==> src/pkg/ssk_pkg.sv <==
// Purpose: shared constants for the security sign-on / key exchange codec
// Assumes: big-endian byte order on the message streams, first byte first
// Notes: context bits are word indices 31..0; the top bit is the version bit
package ssk_pkg;
	// legal (non-reserved) bits of each class byte
	localparam logic [7:0] PKA_LEGAL = 8'h01;
	localparam logic [7:0] HA_LEGAL = 8'h01;
	localparam logic [7:0] EA_LEGAL = 8'h0f;
	localparam logic [7:0] NS_LEGAL = 8'h01;
	// option bit positions inside the class bytes
	localparam int PKA_DH512_BIT = 0;
	localparam int HA_SHA1_BIT = 0;
	localparam int EA_CTR_BIT = 3;
	localparam int EA_CBC_BIT = 2;
	localparam int EA_DES56_BIT = 1;
	localparam int EA_DES40_BIT = 0;
	localparam int NS_64_BIT = 0;
	// parameter sizes in bytes tied to each option
	localparam logic [7:0] PKA_DH512_LEN = 8'h40;
	localparam logic [7:0] HA_SHA1_LEN = 8'h14;
	localparam logic [7:0] EA_CTR_LEN = 8'h18;
	localparam logic [7:0] EA_CBC_LEN = 8'h10;
	localparam logic [7:0] EA_DES56_LEN = 8'h08;
	localparam logic [7:0] NS_64_LEN = 8'h08;
	// context word layout
	localparam int CTX_VER_BIT = 31;
	localparam int CTX_IDT_BIT = 30;
	localparam int CTX_FLOW_HI = 29;
	localparam int CTX_FLOW_LO = 6;
	localparam int CTX_KEY_HI = 5;
	localparam int CTX_KEY_LO = 0;
	// main key exchange flags byte
	localparam int FL_SESS_BIT = 0;
	localparam int FL_INC_BIT = 1;
	localparam int FL_COOKIE_BIT = 2;
	localparam int FL_INIT_BIT = 3;
	localparam logic [7:0] FL_RSVD_MASK = 8'hf0;
	// message section lengths in bytes
	localparam logic [7:0] SO_LEN = 8'h08;
	localparam logic [7:0] CID_LEN = 8'h04;
	// register byte offsets
	localparam logic [7:0] REG_SUPP = 8'h00;
	localparam logic [7:0] REG_SEL = 8'h04;
	localparam logic [7:0] REG_STATE = 8'h08;
	localparam logic [7:0] REG_CTX = 8'h0c;
	localparam logic [7:0] REG_ERR = 8'h10;
	localparam logic [7:0] REG_SIZE = 8'h14;
	localparam logic [31:0] SUPP_RST = 32'h01010f01;
	// state register fields
	localparam int STA_CSN_BIT = 8;
	localparam int STA_KSN_BIT = 9;
	localparam int STA_SESS_BIT = 10;
	localparam int STA_INIT_BIT = 11;
	localparam int STA_NEG_BIT = 12;
	// sticky error bits
	localparam int ERR_RESP = 0;
	localparam int ERR_VER = 1;
	localparam int ERR_NONEG = 2;
	localparam int ERR_BUSY = 3;
	localparam int ERR_RSVD = 4;
	localparam int ERR_W = 5;
	typedef enum logic [1:0] {
		KIND_OFFER = 2'b00,
		KIND_KX = 2'b01,
		KIND_RESP = 2'b10
	} ssk_kind_t;
	typedef enum logic [1:0] {
		FLD_NONCE = 2'b00,
		FLD_MOD = 2'b01,
		FLD_GEN = 2'b10,
		FLD_PUB = 2'b11
	} ssk_fld_t;
	typedef enum logic [2:0] {
		ST_IDLE = 3'b000,
		ST_SO = 3'b001,
		ST_RESP = 3'b010,
		ST_CID = 3'b011,
		ST_HDR = 3'b100,
		ST_FIELD = 3'b101
	} ssk_state_t;
endpackage

==> src/hw/ssk_class_pick.sv <==
// Purpose: choose one option of a class from offered, supported and legal bits
// Assumes: higher bit numbers are the stronger choices
// Notes: returns zero when nothing is common
`timescale 1ns/1ps
`default_nettype none
module ssk_class_pick #(
	parameter int W = 8
) (
	input wire logic [W-1:0] offer,
	input wire logic [W-1:0] supp,
	input wire logic [W-1:0] legal,
	output logic [W-1:0] pick
);
	logic [W-1:0] cand; // options both sides can use
	if (W < 1) begin : g_bad_w
		$error("ssk_class_pick needs W of at least 1");
	end
	// highest common option wins, at most one bit out
	always_comb begin
		cand = offer & supp & legal;
		pick = '0;
		for (int i = 0; i < W; i++) begin
			if (cand[i]) begin
				pick = '0;
				pick[i] = 1'b1;
			end
		end
	end
endmodule
`default_nettype wire

==> src/hw/ssk_class_check.sv <==
// Purpose: judge a class byte seen in a returned sign-on response
// Assumes: offer is the class byte that was offered for this exchange
// Notes: an all-zero byte is a legal refusal, not an error
`timescale 1ns/1ps
`default_nettype none
module ssk_class_check #(
	parameter int W = 8
) (
	input wire logic [W-1:0] field,
	input wire logic [W-1:0] offer,
	input wire logic [W-1:0] legal,
	output logic bad
);
	if (W < 1) begin : g_bad_w
		$error("ssk_class_check needs W of at least 1");
	end
	// more than one bit, or a bit outside what was offered and legal
	always_comb begin
		bad = !$onehot0(field) || ((field & ~(offer & legal)) != '0);
	end
endmodule
`default_nettype wire

==> src/hw/ssk_codec.sv <==
// Purpose: terminal-side sign-on response builder and key exchange parser
// Assumes: rx and tx byte streams are in the clk domain; wishbone classic slave
// Notes: key arithmetic lives outside; fields are handed out byte by byte
`timescale 1ns/1ps
`default_nettype none
module ssk_codec
	import ssk_pkg::*;
#(
	parameter int EA_DES40_LEN = 8
) (
	input wire logic clk,
	input wire logic sys_rst,
	input wire logic wb_cyc,
	input wire logic wb_stb,
	input wire logic wb_we,
	input wire logic [7:0] wb_adr,
	input wire logic [3:0] wb_sel,
	input wire logic [31:0] wb_wdata,
	output logic [31:0] wb_rdata,
	output logic wb_ack,
	input wire logic rx_valid,
	input wire logic rx_sop,
	input wire ssk_pkg::ssk_kind_t rx_kind,
	input wire logic [7:0] rx_data,
	output logic tx_valid,
	output logic [7:0] tx_data,
	output logic tx_last,
	input wire logic tx_ready,
	output logic fld_valid,
	output logic [1:0] fld_id,
	output logic [7:0] fld_idx,
	output logic [7:0] fld_byte,
	output logic kx_done,
	output logic sess_key_sel,
	output logic [7:0] clone_cnt,
	output logic counter_sn,
	output logic cookie_sn,
	output logic cookie_regen,
	output logic auth_ignored
);
	import ssk_pkg::*;
	if (EA_DES40_LEN < 0 || EA_DES40_LEN > 255) begin : g_bad_len
		$error("EA_DES40_LEN must fit one byte");
	end
	localparam logic [7:0] DES40_LEN = 8'(EA_DES40_LEN); // size of the 40-bit DES option
	// receive side state
	ssk_state_t st_q, st_d;
	logic [7:0] cnt_q, cnt_d; // byte index within a section
	ssk_fld_t fid_q, fid_d; // field being streamed out
	logic [63:0] msg_q, msg_d; // sign-on bytes, newest in the low byte
	logic [7:0] flags_q, flags_d;
	logic [31:0] offer_q, offer_d; // class bytes of the last offer
	logic [31:0] ctx_q, ctx_d; // context word of the last offer
	logic fld_valid_q, fld_valid_d;
	logic [1:0] fld_id_q, fld_id_d;
	logic [7:0] fld_idx_q, fld_idx_d;
	logic [7:0] fld_byte_q, fld_byte_d;
	logic kx_done_q, kx_done_d;
	logic cookie_regen_q, cookie_regen_d;
	logic [7:0] clone_q, clone_d;
	logic csn_q, csn_d; // clone counter sequence bit
	logic ksn_q, ksn_d; // cookie sequence bit
	logic sess_q, sess_d;
	logic init_q, init_d;
	logic launch; // offer complete, build a response
	logic [ERR_W-1:0] err_set;
	// transmit side state
	logic tx_valid_q, tx_valid_d;
	logic [7:0] tx_data_q, tx_data_d;
	logic tx_last_q, tx_last_d;
	logic [7:0] tx_cnt_q, tx_cnt_d; // index of the byte on tx_data
	logic [63:0] resp_q, resp_d;
	logic [31:0] sel_q, sel_d; // negotiated choice per class
	logic neg_q, neg_d; // every class has a choice
	// bus side state
	logic [31:0] supp_q, supp_d; // options this terminal supports
	logic [31:0] rdata_q, rdata_d;
	logic ack_q, ack_d;
	logic [ERR_W-1:0] err_q, err_d;
	logic [ERR_W-1:0] err_w1c;
	// combinational helpers
	logic [63:0] word; // sign-on message including the byte now arriving
	logic [31:0] pick; // chosen class bytes
	logic [3:0] chk_bad; // per-class verdict on a returned response
	logic [7:0] pka_len, ha_len, ea_len, ns_len;
	logic [7:0] cur_len;
	logic [7:0] byte_adr;
	logic [31:0] ctx_out;
	logic [31:0] legal;

	assign word = {msg_q[55:0], rx_data};
	assign legal = {PKA_LEGAL, HA_LEGAL, EA_LEGAL, NS_LEGAL};
	// the version bit is forced clear, everything else of the context echoes
	assign ctx_out = {1'b0, word[CTX_IDT_BIT:0]};

	// one selector and one checker per class byte
	for (genvar g = 0; g < 4; g++) begin : g_class
		ssk_class_pick #(.W(8)) u_pick (
			.offer(word[63-8*g -: 8]),
			.supp(supp_q[31-8*g -: 8]),
			.legal(legal[31-8*g -: 8]),
			.pick(pick[31-8*g -: 8])
		);
		ssk_class_check #(.W(8)) u_check (
			.field(word[63-8*g -: 8]),
			.offer(offer_q[31-8*g -: 8]),
			.legal(legal[31-8*g -: 8]),
			.bad(chk_bad[g])
		);
	end

	// parameter sizes follow the negotiated choice
	always_comb begin
		pka_len = sel_q[24+PKA_DH512_BIT] ? PKA_DH512_LEN : 8'h00;
		ha_len = sel_q[16+HA_SHA1_BIT] ? HA_SHA1_LEN : 8'h00;
		if (sel_q[8+EA_CTR_BIT]) begin
			ea_len = EA_CTR_LEN;
		end else if (sel_q[8+EA_CBC_BIT]) begin
			ea_len = EA_CBC_LEN;
		end else if (sel_q[8+EA_DES56_BIT]) begin
			ea_len = EA_DES56_LEN;
		end else if (sel_q[8+EA_DES40_BIT]) begin
			ea_len = DES40_LEN;
		end else begin
			ea_len = 8'h00;
		end
		ns_len = sel_q[NS_64_BIT] ? NS_64_LEN : 8'h00;
		cur_len = (fid_q == FLD_NONCE) ? ns_len : pka_len;
	end

	// receive parser: sign-on offers, returned responses, main key exchange
	always_comb begin
		st_d = st_q;
		cnt_d = cnt_q;
		fid_d = fid_q;
		msg_d = msg_q;
		flags_d = flags_q;
		offer_d = offer_q;
		ctx_d = ctx_q;
		fld_valid_d = 1'b0;
		fld_id_d = fld_id_q;
		fld_idx_d = fld_idx_q;
		fld_byte_d = fld_byte_q;
		kx_done_d = 1'b0;
		cookie_regen_d = 1'b0;
		clone_d = clone_q;
		csn_d = csn_q;
		ksn_d = ksn_q;
		sess_d = sess_q;
		init_d = init_q;
		launch = 1'b0;
		err_set = '0;
		if (rx_valid && rx_sop) begin
			// a start byte always restarts the parser
			msg_d = word;
			cnt_d = 8'h01;
			if (rx_kind == KIND_OFFER) begin
				st_d = ST_SO;
			end else if (rx_kind == KIND_RESP) begin
				st_d = ST_RESP;
			end else if (rx_kind == KIND_KX && neg_q && ns_len != 8'h00 && pka_len != 8'h00) begin
				st_d = ST_CID;
			end else begin
				// key exchange before a usable negotiation is dropped
				st_d = ST_IDLE;
				err_set[ERR_NONEG] = (rx_kind == KIND_KX);
			end
		end else if (rx_valid) begin
			case (st_q)
				ST_SO, ST_RESP: begin
					msg_d = word;
					cnt_d = 8'(cnt_q + 8'h01);
					if (cnt_q == 8'(SO_LEN - 8'h01)) begin
						st_d = ST_IDLE;
						if (st_q == ST_SO) begin
							offer_d = word[63:32];
							ctx_d = word[31:0];
							launch = 1'b1;
							err_set[ERR_VER] = word[CTX_VER_BIT];
						end else begin
							err_set[ERR_RESP] = |chk_bad;
						end
					end
				end
				ST_CID: begin
					// connection id content is not looked at
					cnt_d = 8'(cnt_q + 8'h01);
					if (cnt_q == 8'(CID_LEN - 8'h01)) begin
						st_d = ST_HDR;
						cnt_d = 8'h00;
					end
				end
				ST_HDR: begin
					if (cnt_q == 8'h00) begin
						flags_d = rx_data;
						err_set[ERR_RSVD] = (rx_data & FL_RSVD_MASK) != 8'h00;
						cnt_d = 8'h01;
					end else begin
						// reserved byte is skipped whatever it holds
						st_d = ST_FIELD;
						cnt_d = 8'h00;
						fid_d = FLD_NONCE;
					end
				end
				ST_FIELD: begin
					fld_valid_d = 1'b1;
					fld_id_d = fid_q;
					fld_idx_d = cnt_q;
					fld_byte_d = rx_data;
					cnt_d = 8'(cnt_q + 8'h01);
					if (cnt_q == 8'(cur_len - 8'h01)) begin
						cnt_d = 8'h00;
						fid_d = ssk_fld_t'(2'(fid_q + 2'b01));
						if (fid_q == FLD_PUB) begin
							st_d = ST_IDLE;
							kx_done_d = 1'b1;
							sess_d = flags_q[FL_SESS_BIT];
							init_d = flags_q[FL_INIT_BIT];
							if (flags_q[FL_COOKIE_BIT]) begin
								// cookie renewal overrides an increment in the same message
								cookie_regen_d = 1'b1;
								clone_d = 8'h00;
								csn_d = 1'b0;
								ksn_d = !ksn_q;
							end else if (flags_q[FL_INC_BIT]) begin
								clone_d = 8'(clone_q + 8'h01);
								csn_d = !csn_q;
							end
						end
					end
				end
				default: begin
					st_d = ST_IDLE;
				end
			endcase
		end
	end

	// receive registers
	always_ff @(posedge clk) begin
		if (sys_rst) begin
			st_q <= ST_IDLE;
			cnt_q <= 8'h00;
			fid_q <= FLD_NONCE;
			msg_q <= 64'h0;
			flags_q <= 8'h00;
			offer_q <= 32'h0;
			ctx_q <= 32'h0;
			fld_valid_q <= 1'b0;
			fld_id_q <= 2'b00;
			fld_idx_q <= 8'h00;
			fld_byte_q <= 8'h00;
			kx_done_q <= 1'b0;
			cookie_regen_q <= 1'b0;
			clone_q <= 8'h00;
			csn_q <= 1'b0;
			ksn_q <= 1'b0;
			sess_q <= 1'b0;
			init_q <= 1'b0;
		end else begin
			st_q <= st_d;
			cnt_q <= cnt_d;
			fid_q <= fid_d;
			msg_q <= msg_d;
			flags_q <= flags_d;
			offer_q <= offer_d;
			ctx_q <= ctx_d;
			fld_valid_q <= fld_valid_d;
			fld_id_q <= fld_id_d;
			fld_idx_q <= fld_idx_d;
			fld_byte_q <= fld_byte_d;
			kx_done_q <= kx_done_d;
			cookie_regen_q <= cookie_regen_d;
			clone_q <= clone_d;
			csn_q <= csn_d;
			ksn_q <= ksn_d;
			sess_q <= sess_d;
			init_q <= init_d;
		end
	end

	// response sender; a second offer during sending is refused
	always_comb begin
		tx_valid_d = tx_valid_q;
		tx_data_d = tx_data_q;
		tx_last_d = tx_last_q;
		tx_cnt_d = tx_cnt_q;
		resp_d = resp_q;
		sel_d = sel_q;
		neg_d = neg_q;
		if (tx_valid_q && tx_ready) begin
			if (tx_last_q) begin
				tx_valid_d = 1'b0;
				tx_last_d = 1'b0;
			end else begin
				resp_d = {resp_q[55:0], 8'h00};
				tx_data_d = resp_q[55:48];
				tx_cnt_d = 8'(tx_cnt_q + 8'h01);
				tx_last_d = (tx_cnt_q == 8'(SO_LEN - 8'h02));
			end
		end
		if (launch && !tx_valid_q) begin
			resp_d = {pick, ctx_out};
			tx_data_d = pick[31:24];
			tx_valid_d = 1'b1;
			tx_last_d = 1'b0;
			tx_cnt_d = 8'h00;
			sel_d = pick;
			// a zero class leaves the codec without a usable negotiation
			neg_d = (pick[31:24] != 8'h00) && (pick[23:16] != 8'h00) &&
				(pick[15:8] != 8'h00) && (pick[7:0] != 8'h00);
		end
	end

	// transmit registers
	always_ff @(posedge clk) begin
		if (sys_rst) begin
			tx_valid_q <= 1'b0;
			tx_data_q <= 8'h00;
			tx_last_q <= 1'b0;
			tx_cnt_q <= 8'h00;
			resp_q <= 64'h0;
			sel_q <= 32'h0;
			neg_q <= 1'b0;
		end else begin
			tx_valid_q <= tx_valid_d;
			tx_data_q <= tx_data_d;
			tx_last_q <= tx_last_d;
			tx_cnt_q <= tx_cnt_d;
			resp_q <= resp_d;
			sel_q <= sel_d;
			neg_q <= neg_d;
		end
	end

	// wishbone slave: one wait state, unmapped reads give zero
	always_comb begin
		byte_adr = {wb_adr[7:2], 2'b00};
		ack_d = wb_cyc && wb_stb && !ack_q;
		supp_d = supp_q;
		rdata_d = rdata_q;
		err_w1c = '0;
		if (ack_d && wb_we) begin
			if (byte_adr == REG_SUPP) begin
				for (int b = 0; b < 4; b++) begin
					if (wb_sel[b]) begin
						supp_d[8*b +: 8] = wb_wdata[8*b +: 8];
					end
				end
			end else if (byte_adr == REG_ERR && wb_sel[0]) begin
				err_w1c = wb_wdata[ERR_W-1:0];
			end
		end
		if (ack_d && !wb_we) begin
			if (byte_adr == REG_SUPP) begin
				rdata_d = supp_q;
			end else if (byte_adr == REG_SEL) begin
				rdata_d = sel_q;
			end else if (byte_adr == REG_STATE) begin
				rdata_d = {19'h0, neg_q, init_q, sess_q, ksn_q, csn_q, clone_q};
			end else if (byte_adr == REG_CTX) begin
				rdata_d = ctx_q;
			end else if (byte_adr == REG_ERR) begin
				rdata_d = {{(32-ERR_W){1'b0}}, err_q};
			end else if (byte_adr == REG_SIZE) begin
				rdata_d = {pka_len, ha_len, ea_len, ns_len};
			end else begin
				rdata_d = 32'h0;
			end
		end
		// a new error in the clearing cycle survives the clear
		err_d = (err_q & ~err_w1c) | err_set;
		err_d[ERR_BUSY] = (err_q[ERR_BUSY] & !err_w1c[ERR_BUSY]) | (launch & tx_valid_q);
	end

	// bus registers
	always_ff @(posedge clk) begin
		if (sys_rst) begin
			supp_q <= SUPP_RST;
			rdata_q <= 32'h0;
			ack_q <= 1'b0;
			err_q <= '0;
		end else begin
			supp_q <= supp_d;
			rdata_q <= rdata_d;
			ack_q <= ack_d;
			err_q <= err_d;
		end
	end

	assign wb_rdata = rdata_q;
	assign wb_ack = ack_q;
	assign tx_valid = tx_valid_q;
	assign tx_data = tx_data_q;
	assign tx_last = tx_last_q;
	assign fld_valid = fld_valid_q;
	assign fld_id = fld_id_q;
	assign fld_idx = fld_idx_q;
	assign fld_byte = fld_byte_q;
	assign kx_done = kx_done_q;
	assign sess_key_sel = sess_q;
	assign clone_cnt = clone_q;
	assign counter_sn = csn_q;
	assign cookie_sn = ksn_q;
	assign cookie_regen = cookie_regen_q;
	assign auth_ignored = init_q;
endmodule
`default_nettype wire

==> config.mk <==
export PLATFORM = sky130hd
export DESIGN_NAME = ssk_codec
export DESIGN_NICKNAME = d
export VERILOG_FILES = /design/src/pkg/ssk_pkg.sv /design/src/hw/ssk_class_pick.sv /design/src/hw/ssk_class_check.sv /design/src/hw/ssk_codec.sv
export SDC_FILE = /design/constraint.sdc
export NUM_CORES = 1
export LEC_CHECK = 0
export ABC_AREA = 0
export ABC_CLOCK_PERIOD_IN_PS = 9300
export BUFFER_PORTS_ARGS = -buffer_cell sky130_fd_sc_hd__buf_2
export CAP_MARGIN = 40
export CORE_MARGIN = 1
export CORE_UTILIZATION = 50
export DETAILED_ROUTE_END_ITERATION = 7
export PLACE_DENSITY_LB_ADDON = 0.3
export SLEW_MARGIN = 20
export SYNTH_ARGS = -nofsm -noshare
export SYNTH_HDL_FRONTEND = slang
export SYNTH_SLANG_ARGS = --single-unit
==> constraint.sdc <==
create_clock -name clk -period 9.3 [get_ports clk]
set_input_delay 1.395 -clock clk [delete_from_list [all_inputs] [get_ports clk]]
set_output_delay 1.395 -clock clk [all_outputs]
set_load 0.01 [all_outputs]
* Word-level counts from Yosys, hierarchy flattened
Index checks and enable logic that the tools add are counted.
** Word-level totals
- Register bits :: 333
- Bits in latches :: 0
- RAM bits :: 0
- ROM bits :: 0
- Logic and storage cells :: 279
- Memories kept :: 0
** Operators by class
- $add $sub $neg :: 33
- $mul :: 0
- Divide/modulo/power cells :: 0
- Order comparisons :: 4
- Equal/unequal tests :: 25
- Shifts and indexed selects :: 0
- Mux-type cells :: 83
- Bitwise operators :: 24
- Reduce and logical (&&, ||, !) cells :: 76
** Operators by type and width (count)
- 2-to-1 mux 56 bit :: 6
- 2-to-1 mux 32 bit :: 4
- nonzero test 8 bit :: 11
- 2-to-1 mux 31 bit :: 2
- 2-to-1 mux 8 bit :: 7
- adder 4 bit :: 12
- adder 1 x 1 -> 2 bit :: 16
- AND 8 bit :: 4
- one-hot mux 8 bit (4 select lines) :: 1
- 2-to-1 mux 1 bit :: 31
- 2-to-1 mux 5 bit :: 6
- adder 8 x 1 -> 8 bit (second input constant) :: 3
- 2-to-1 mux 3 bit :: 8
- NOT 1 -> 8 bit :: 3
- 2-to-1 mux 2 bit :: 10
- AND reduction 6 bit :: 3
- equality test 8 x 3 -> 1 bit (second input constant) :: 2
- <= comparator 4 x 1 -> 1 bit (second input constant) :: 4
- 2-to-1 mux 4 bit :: 4
- inequality test 3 bit (second input constant) :: 5
- AND reduction 3 bit :: 5
- AND reduction 5 bit :: 3
- logical AND 1 bit :: 14
- 2-to-1 mux 7 bit :: 2
- other kinds (39) :: 79

* Logic depth before layout (Yosys ltp)
Gate-level depths: netlist of the first run.
- Depth in word-level cells :: 13
- Gate-level depth with buffers :: 13
- Mapped depth without buffers :: 13

* Cells and area by module
Synthesis of the first run repeated with hierarchy kept, for this count alone.
** Second synthesis, totals
- Cells, all modules :: 1933
- Area, all modules :: 15915.3 µm²
** Modules (own cells, without submodules)
- ssk_codec :: times used 1, cells an instance 1735, area each 14323.7 µm², seq. area each 6946.7 µm²
- ssk_class_pick :: times used 4, cells an instance 19, area each 135.1 µm², seq. area each 0.0 µm²
- ssk_class_check at g_class[1].u_check ... :: times used 2, cells an instance 31, area each 264.0 µm², seq. area each 0.0 µm²
- ssk_class_check at g_class[0].u_check ... :: times used 2, cells an instance 30, area each 261.5 µm², seq. area each 0.0 µm²

* Worst setup path before layout of the first run
Ideal clock, no wire load.
- Path kind :: input -> register
- From :: input port wb_adr[4]
- To :: register rdata_q[18] (netlist: wb_rdata[18])
- Setup time :: 91 ps
- Data arrival time :: 3099 ps
- Path slack :: 6110 ps
- Stages :: 8
- Path buffers :: 4
- Cell sequence :: clkbuf_1 nor4_1 clkbuf_1 and3_1 clkbuf_1 clkbuf_1 nand2_1 a311oi_1
** Between the ends
- Word-level cells in the longest chain between the ends :: 7
** RTL lines
- from (decl) :: RTL line ssk_codec.sv:16 : input wire logic [7:0] wb_adr,
- equality test 6 x 3 -> 1 bit :: RTL line ssk_codec.sv:365 : end else if (byte_adr == REG_SIZE) begin
- 2-to-1 mux 31 bit :: RTL line ssk_codec.sv:365
- 2-to-1 mux 31 bit :: RTL line ssk_codec.sv:363 : end else if (byte_adr == REG_ERR) begin
- 2-to-1 mux 32 bit :: RTL line ssk_codec.sv:361 : end else if (byte_adr == REG_CTX) begin
- 2-to-1 mux 32 bit :: RTL line ssk_codec.sv:359 : end else if (byte_adr == REG_STATE) begin
- 2-to-1 mux 32 bit :: RTL line ssk_codec.sv:357 : end else if (byte_adr == REG_SEL) begin
- 2-to-1 mux 32 bit * :: RTL line ssk_codec.sv:355 : if (byte_adr == REG_SUPP) begin
- to (signal assigned) :: RTL line ssk_codec.sv:385 : rdata_q <= rdata_d;
- to (decl) :: RTL line ssk_codec.sv:77 : logic [31:0] rdata_q, rdata_d;
Mark *: on every way between the ends. The rest lies on a longest branch, timed or not.
A chain may end at the register's enable or synchronous reset.

* Final worst setup path of the first run
- From :: register msg_q[40]
- To :: register err_q[0]
** Between the ends
- Word-level cells in the longest chain between the ends :: 13
** RTL lines
- from (decl) :: RTL line ssk_codec.sv:50 : logic [63:0] msg_q, msg_d;
- from (signal assigned) :: RTL line ssk_codec.sv:264 : msg_q <= msg_d;
- adder 1 x 1 -> 2 bit (implied by the code) :: RTL line ssk_class_check.sv:19 : bad = !$onehot0(field) || ((field & ~(offer & legal)) != '0);
- adder 4 bit (implied by the code) (2 in a row) :: RTL line ssk_class_check.sv:19
- <= comparator 4 x 1 -> 1 bit (implied by the code) :: RTL line ssk_class_check.sv:19
- logical NOT 1 bit :: RTL line ssk_class_check.sv:19
- logical OR 1 bit * :: RTL line ssk_class_check.sv:19
- OR reduction 4 bit * :: RTL line ssk_codec.sv:181 : err_set[ERR_RESP] = |chk_bad;
- 2-to-1 mux 1 bit * :: RTL line ssk_codec.sv:175 : if (st_q == ST_SO) begin
- 2-to-1 mux 2 bit * :: RTL line ssk_codec.sv:173 : if (cnt_q == 8'(SO_LEN - 8'h01)) begin
- 2-to-1 mux 2 bit * :: RTL line ssk_codec.sv:169 : case (st_q)
- 2-to-1 mux 2 bit * :: RTL line ssk_codec.sv:168 : end else if (rx_valid) begin
- 2-to-1 mux 2 bit * :: RTL line ssk_codec.sv:153 : if (rx_valid && rx_sop) begin
- bitwise OR 5 bit * :: RTL line ssk_codec.sv:372 : err_d = (err_q & ~err_w1c) | err_set;
- to (signal assigned) :: RTL line ssk_codec.sv:387 : err_q <= err_d;
- to (decl) :: RTL line ssk_codec.sv:79 : logic [ERR_W-1:0] err_q, err_d;
Marks and branches as above.

==> results of run 1 <==
synth_stat cells (all sizes together), types with 3 or more instances:
cell     count  area, sq um
nand2b      10         62.6
o22ai        4         25.0
o2111ai      3         26.3
a211oi      31          233
mux2         4         45.0
fa          16          320
a21oi      192          961
nor3b        3         22.5
o31ai        7         52.6
nor2b        6         37.5
o211ai       6         45.0
nand4b       5         43.8
inv         87          327
and3         8         50.1
or3          6         42.5
or4          7         56.3
and3b        4         35.0
nor3        35          180
a31oi        4         25.0
or2          5         31.3
mux2i       61          611
nor2       119          447
a22oi        7         52.6
ha          42          526
nand2      347         1300
a21o         5         37.5
buf         16         78.8
o21ai       32          160
xor2        11         96.3
dfxtp      297         5950
nor4         5         31.3
nand3b       5         37.5
xnor2        4         35.0
a221o        3         30.0
a221oi      19          166
clkbuf      90          338
a211o        8         70.1
nand4       20          125
nand3       28          140
cell usage in the layout (no fill, tap or decap), types with 28 or more instances in the layout:
cell type and instances:
a21oi_1 192, nand3_1 28, o21ai_0 31, nand2_1 347, inv_1 87, clkbuf_16 37
ha_1 42, a211oi_1 31, buf_2 134, dfxtp_1 297, nor2_1 117, mux2i_1 61
nor3_1 34
cells by family after synthesis:
family                   count (synthesis)  synth area share (%)
buffers and inverters                  193                  5.70
multiplexers                            65                  5.03
AND/OR/NAND/NOR                        618                  20.6
XOR/XNOR                                15                  1.01
adder cells (fa/ha/maj)                 58                  6.49
AO/OA/AOI/OAI                          337                  15.6
flip-flops                             297                  45.6
power groups by stage:
stage	sequential, mW	combinational, mW	clock (mW)
after floorplan	1.32	0.0595	0
after detailed placement	1.32	0.105	0
after global placement	1.32	0.103	0
after global routing	1.29	0.118	1.45
final	1.29	0.108	1.38
after CTS	1.29	0.106	1.40
flip-flops by register name (all words and copies together), names as in the netlist, 2 cells and up:
| signal | flops |
|---|---|
| cnt_q | 8 |
| supp_q | 32 |
| wb_rdata | 32 |
| offer_q | 7 |
| fld_idx | 8 |
| clone_cnt | 8 |
| fld_byte | 8 |
| msg_q | 56 |
| fld_id | 2 |
| err_q | 5 |
| st_q | 3 |
| tx_data | 8 |
| flags_q | 4 |
| tx_cnt_q | 8 |
| ctx_q | 32 |
| sel_q | 7 |
| resp_q | 56 |
| fid_q | 2 |
routing by layer:
| layer | vias to the layer above | GRT usage (%) | part of all wire (%) |
|---|---|---|---|
| met5 | - | 0 | 0 |
| met4 | 0 | 9.81 | 2.7 |
| met3 | 66 | 3.38 | 5.6 |
| met2 | 345 | 42.1 | 49 |
| met1 | 5303 | 33.0 | 43 |
| li1 | 5525 | - | - |
layout make-up:
cell class	instances	area, sq um	share of cell area (%)
Clock buffer	52	1060	7.04
Clock inverter	10	110	0.730
Inverter	87	327	2.16
Multi-Input combinational cell	1093	6370	42.2
Sequential cell	297	5950	39.4
Tap cell	330	413	2.74
Timing Repair Buffer	152	862	5.71
through the flow:
stage | power (mW) | hold WS (ps) | worst slack, ps | cell area [sq um]
floorplan | 1.38 | 427 | 6110 | 13000
global placement | 1.42 | 434 | 5230 | 13800
detailed placement | 1.42 | 441 | 5180 | 13900
CTS | 2.79 | 450 | 5440 | 15000
global route | 2.86 | 467 | 5300 | 15100
finish | 2.77 | 450 | 5380 | 15100
final timing paths:
| check | end | start | slack [ps] | cells after the start |
|---|---|---|---|---|
| max | err_q[0]$_SDFF_PP0_ | msg_q[40]$_SDFFE_PP0P_ | 5380 | 12 |
| min | resp_q[49]$_SDFFE_PP0P_ | resp_q[41]$_SDFFE_PP0P_ | 450 | 2 |
| max reg2reg | err_q[0]$_SDFF_PP0_ | msg_q[40]$_SDFFE_PP0P_ | 5380 | 12 |
| min reg2reg | resp_q[49]$_SDFFE_PP0P_ | resp_q[41]$_SDFFE_PP0P_ | 450 | 2 |
critical path: stages, from the launching register on:
cell and delay (ps):
dfxtp_1 520, ha_1 200, inv_1 50, fa_1 520
fa_1 500, inv_1 70, ha_1 150, inv_1 50
fa_1 480, nand4b_1 130, nor4_1 720, a311o_1 320
a21oi_1 80
==> flow_summary_export.csv, run 1 <==
group,metric,value,unit
sta,tightest_slew,891,ps
floorplanning,initial_core_util,51.3,%
yosys,synth_edf_count,0,
floorplanning,dieArea,0.0267,sq mm
sta,finClkSkew,19.7,ps
clock_tree,cts.clk_slew.worst_paths,60,ps
yosys,synth_fp_nets,1703,
floorplanning,die_h,163,um
clock_tree,clock_path_buffers,3,
place,io_buffers,135,
clock_tree,cts-resized-gates,0,
power,power_density,184,mW/mm^2
routing,vias,11200,
yosys,ys_seq_area_share,45.6,%
clock_tree,cts.sinks,297,
power,leakage,5.83,nW
routing,drt_iter0_drc,958,
routing,via_per_inst,5.56,
floorplanning,core,0.0254,sq mm
hold_path,hold_path_class,"flop to flop",
clock_tree,ctsHtreeMaxLevel,2,
routing,ant_nets,0,
critical_path,crit_arrival,4300,ps
clock_tree,cts_hold_buf,0,
place,gp_congestion,0.901,
layout,utilization,59.4,%
clock_tree,numCtsBuffers,34,
sta,maxSlewViolCount,0,
clock_tree,cts_tree,"yes",
routing,wl,33700,um
layout,diodes,0,
layout,instances_no_fill,2021,
grt,antenna_found_initial,0,
yosys,ys_warn_count,0,
layout,fill_cells,2299,
routing,first_pass_iters,5,
power,swShare,22.0,%
grt,grt_pass1_wl,54100,um
grt,grtUsageTotal,25.3,%
power,max-vdd-ir-drop,0.173,mV
yosys,synth_cell_types,58,
layout,drive_above_1_share,13.4,%
yosys,synth_area,0.0130,sq mm
clock_tree,root_buffer,"clkbuf_16",
grt,grt_pass1_vias,10500,
critical_path,required,9680,ps
critical_path,end_kind,"flop",
routing,drc,0,
power,clkPwrFrac,49.6,%
floorplanning,fp.dieW,163,um
grt,grt_max_degree,84,
sta,maxSlewHeadroom,40.1,%
yosys,syn_area_per_cell,8.23,sq um
layout,nNetsFinal,1785,
critical_path,worst-path-max-fanout,7,
power,p_sw,611,uW
yosys,postSynth.asyncResetShare,0,%
yosys,synth-seq-cells,297,
floorplanning,io_pins,138,
routing,wl_per_cell,16.7,um
critical_path,worstSetupPathType,"flop to flop",
power,power_frac_comb,3.9,%
layout,areaGrowthSynthToFinish,15.8,%
critical_path,critPathLaunchType,"flop",
place,dp_cells,1957,
run,drv_cap,0,
sta,hold_violations,0,
outcome,status,"completed",
clock_tree,clk_latency,520,ps
sta,fin_crit_sh,42.1,%
sta,min_period,3920,ps
grt,grt-ovfl-total,0,
power,seqPwrFrac,46.5,%
floorplanning,rows,58,
power,internal-power,2.16,mW
yosys,yosys_most_used_dff,"dfxtp_1",
sta,rsz0062_at_grt,"no",
place,dp_hpwl,22400,um
yosys,syn_inst,1583,
sta,fmax,0.255,GHz
sta,setup_viol,0,
sta,tns,0,ps
clock_tree,postCtsSetupRepairBufs,0,
Power figures use the tool's default switching activity.
==> run 2: changes to the inputs <==
--- a/config.mk
+++ b/config.mk
@@ -5,8 +5,8 @@
 export SDC_FILE = /design/constraint.sdc
 export NUM_CORES = 1
 export LEC_CHECK = 0
-export ABC_AREA = 0
-export ABC_CLOCK_PERIOD_IN_PS = 9300
+export ABC_AREA = 1
+export ABC_CLOCK_PERIOD_IN_PS = 3200
 export BUFFER_PORTS_ARGS = -buffer_cell sky130_fd_sc_hd__buf_2
 export CAP_MARGIN = 40
 export CORE_MARGIN = 1
==> constraint.sdc (replaced) <==
create_clock -name clk -period 3.2 [get_ports clk]
set_input_delay 0.48 -clock clk [delete_from_list [all_inputs] [get_ports clk]]
set_output_delay 0.48 -clock clk [all_outputs]
set_load 0.01 [all_outputs]
==> run 2 against run 1 <==
Critical endpoint unchanged. Sequential power rose to 3.0 times the previous value. Cell count up 4.3%. Combinational power rose to 5.2 times the previous value. Fmax up 24%. Critical path type unchanged. First-iteration DRC count up 1.4%. Synthesized cell count up 3.9%.
==> flow_summary_export.csv, run 2 <==
group,metric,value,unit
outcome,status,"completed",
layout,multiInputGateArea,0.00586,sq mm
power,seqPwrFrac,47.2,%
routing,drc,0,
floorplanning,dieArea,0.0266,sq mm
yosys,ys_seq_area_share,45.8,%
power,leakage,6.16,nW
floorplanning,core,0.0253,sq mm
clock_tree,clock_path_buffers,3,
grt,grt_max_degree,73,
sta,hold_slack,138,ps
critical_path,required,3600,ps
place,io_buffers,135,
yosys,yosysTopAreaCellShare,45.8,%
floorplanning,rows,58,
critical_path,worstSetupPathType,"flop to flop",
routing,ant_nets,0,
clock_tree,root_buffer,"clkbuf_16",
critical_path,crit_arrival,3560,ps
grt,grt_pass1_wl,54700,um
clock_tree,cts.clk_slew.worst_paths,60,ps
yosys,syn_inst,1644,
sta,setup_viol,0,
grt,antenna_found_initial,0,
critical_path,end_kind,"flop",
sta,fin_crit_sh,98.9,%
routing,wl_per_cell,16.3,um
power,swShare,23.6,%
power,internal-power,6.20,mW
power,power_density,543,mW/mm^2
layout,nNetsFinal,1873,
yosys,synth_cell_types,51,
yosys,synth_fp_nets,1764,
layout,reg.largest.list,"msg_q x56, resp_q x56",
sta,tightest_slew,817,ps
routing,wl,34300,um
place,dp_hpwl,24000,um
critical_path,cp_cell_sequence,"inv_1 > ha_1 > inv_1 > fa_2 > fa_1 > inv_1 > ha_1 > inv_1 > fa_1 > inv_1 > nor2_1 > nand4_1 > nor3_2 > nand3_1 > nand3_1 > a21oi_1",
place,pre_cts_slack,-20.0,ps
critical_path,cp_slowest_stage_delay,480,ps
critical_path,cpMaxStageDelayCell,"fa_1",
critical_path,path_common_cell,"inv_1",
layout,seqCellArea,0.00595,sq mm
clock_tree,clk_latency,550,ps
clock_tree,cts_hold_buf,0,
layout,diodes,0,
routing,drt_iter0_drc,971,
yosys,synth-seq-cells,297,
sta,maxSlewHeadroom,45.5,%
layout,final_common_cell,"dfxtp_1",
yosys,yosys_most_used_dff,"dfxtp_1",
yosys,ys_warn_count,0,
layout,layout_common_cells,"dfxtp_1 (290), nand2_1 (271), a21oi_1 (206)",
layout,areaGrowthSynthToFinish,15.2,%
grt,grt-ovfl-total,0,
power,clkPwrFrac,45.9,%
sta,hold_violations,0,
floorplanning,fp.dieW,163,um
layout,fill_cells,2282,
floorplanning,initial_core_util,51.3,%
sta,setup_slack,34.3,ps
clock_tree,ctsHtreeMaxLevel,1,
power,max-vdd-ir-drop,0.441,mV
sta,maxSlewViolCount,0,
hold_path,hold_path_class,"input pin to flop",
layout,drive_above_1_share,15.7,%
yosys,synth_edf_count,0,
clock_tree,numCtsBuffers,31,
run,drv_cap,0,
power,power_frac_comb,6.9,%
clock_tree,cts.sinks,297,
routing,vias,11500,
routing,via_per_inst,5.46,
sta,fmax,0.316,GHz
grt,grtUsageTotal,25.5,%
sta,rsz0062_at_grt,"yes",
clock_tree,postCtsSetupRepairBufs,0,
sta,min_period,3170,ps
yosys,postSynth.asyncResetShare,0,%
critical_path,critPathLaunchType,"flop",
power,p_sw,1.92,mW
floorplanning,die_h,163,um
yosys,synth_most_common_cell,"dfxtp_1",
yosys,synth_commonest_cells,"dfxtp_1 (297), nand2_1 (271), a21oi_1 (206)",
yosys,synthTopCellsByArea,"dfxtp_1 (46%), a21oi_1 (7.9%), nand2_1 (7.8%)",
yosys,synth_area,0.0130,sq mm
clock_tree,cts_tree,"yes",
grt,grt_pass1_vias,10800,
floorplanning,io_pins,138,
yosys,syn_area_per_cell,7.90,sq um
yosys,synth.largest_area_cell,"dfxtp_1",
place,gp_congestion,0.902,
routing,first_pass_iters,5,
sta,finClkSkew,17.5,ps
critical_path,worst-path-max-fanout,2,
-- run 2: cell count changes in the layout (fill, tap and decap cells not counted), moves of 22 or more --
cell and delta:
inv_1 +101, a21oi_2 +22, nor3_1 -26, a211oi_1 -26, nand2_1 -76, o21ai_0 +150
mux2i_1 -60, a22oi_1 +27
-- run 2: power groups by stage --
stage	combinational [mW]	clock, mW	sequential [mW]
after floorplan	0.347	0	3.90
after CTS	0.557	3.78	3.83
final	0.560	3.73	3.83
after global placement	0.533	0	3.90
after global routing	0.630	3.94	3.83
after detailed placement	0.550	0	3.91
-- run 2: cell type report --
type,instances,area share (%)
clock buffers,45,6.14
multi-input cells,1065,39.2
repair buffers,159,6.05
inverters,199,5.06
well taps,330,2.76
flip-flops and latches,297,39.8
clock inverters,12,1.05
-- run 2: path summary, 6_finish.rpt --
check	from	slack, ps	cells after the start	to
setup / recovery	msg_q[52]$_SDFFE_PP0P_	30	16	err_q[0]$_SDFF_PP0_
hold / removal	wb_wdata[9]	140	3	supp_q[9]$_SDFFE_PP1P_
setup reg to reg	msg_q[52]$_SDFFE_PP0P_	30	16	err_q[0]$_SDFF_PP0_
hold reg to reg	resp_q[27]$_SDFFE_PP0P_	460	2	resp_q[27]$_SDFFE_PP0P_
-- run 2: per-stage QoR --
step                util, %  cells  power [mW]  setup TNS, ps  area [sq um]
floorplan                 -   1644        4.25              0         13000
global placement       54.8   2050        4.44              0         13900
detailed placement     54.8   2050        4.46          -20.0         13900
CTS                    59.0   2107        8.17              0         15000
global route           59.1   2107        8.40           -137         15000
finish                 59.1   2107        8.12              0         15000
-- run 2: repair_timing --
action	in CTS	in global routing
pin swaps	1	7
gates resized for setup	1	8
hold endpoints to repair	0	0
endpoints found under the setup margin	1	1
-- run 2: cell families after synthesis --
logic type,count (synthesis),synth area share (%)
simple gates,507,16.8
compound gates,494,21.2
flops,297,45.8
buf+inv,282,9.35
fa+ha+maj,58,6.51
xor+xnor,5,0.337
mux,1,0.0770
-- run 2: worst max-delay path: cells and delay by family, from the launching register on --
kind,cells,cell delay (ps)
flops,1,320
compound gates,1,60
simple gates,5,690
buf+inv,5,250
fa+ha+maj,5,1710
-- run 2: routing by layer --
layer / share of wire, % / track usage, % / wire length [um]
met4: 2.9 / 8.41 / 1010
met2: 47 / 41.5 / 16000
met3: 5.8 / 3.56 / 1990
met5: 0 / 0 / 0
met1: 45 / 34.8 / 15300
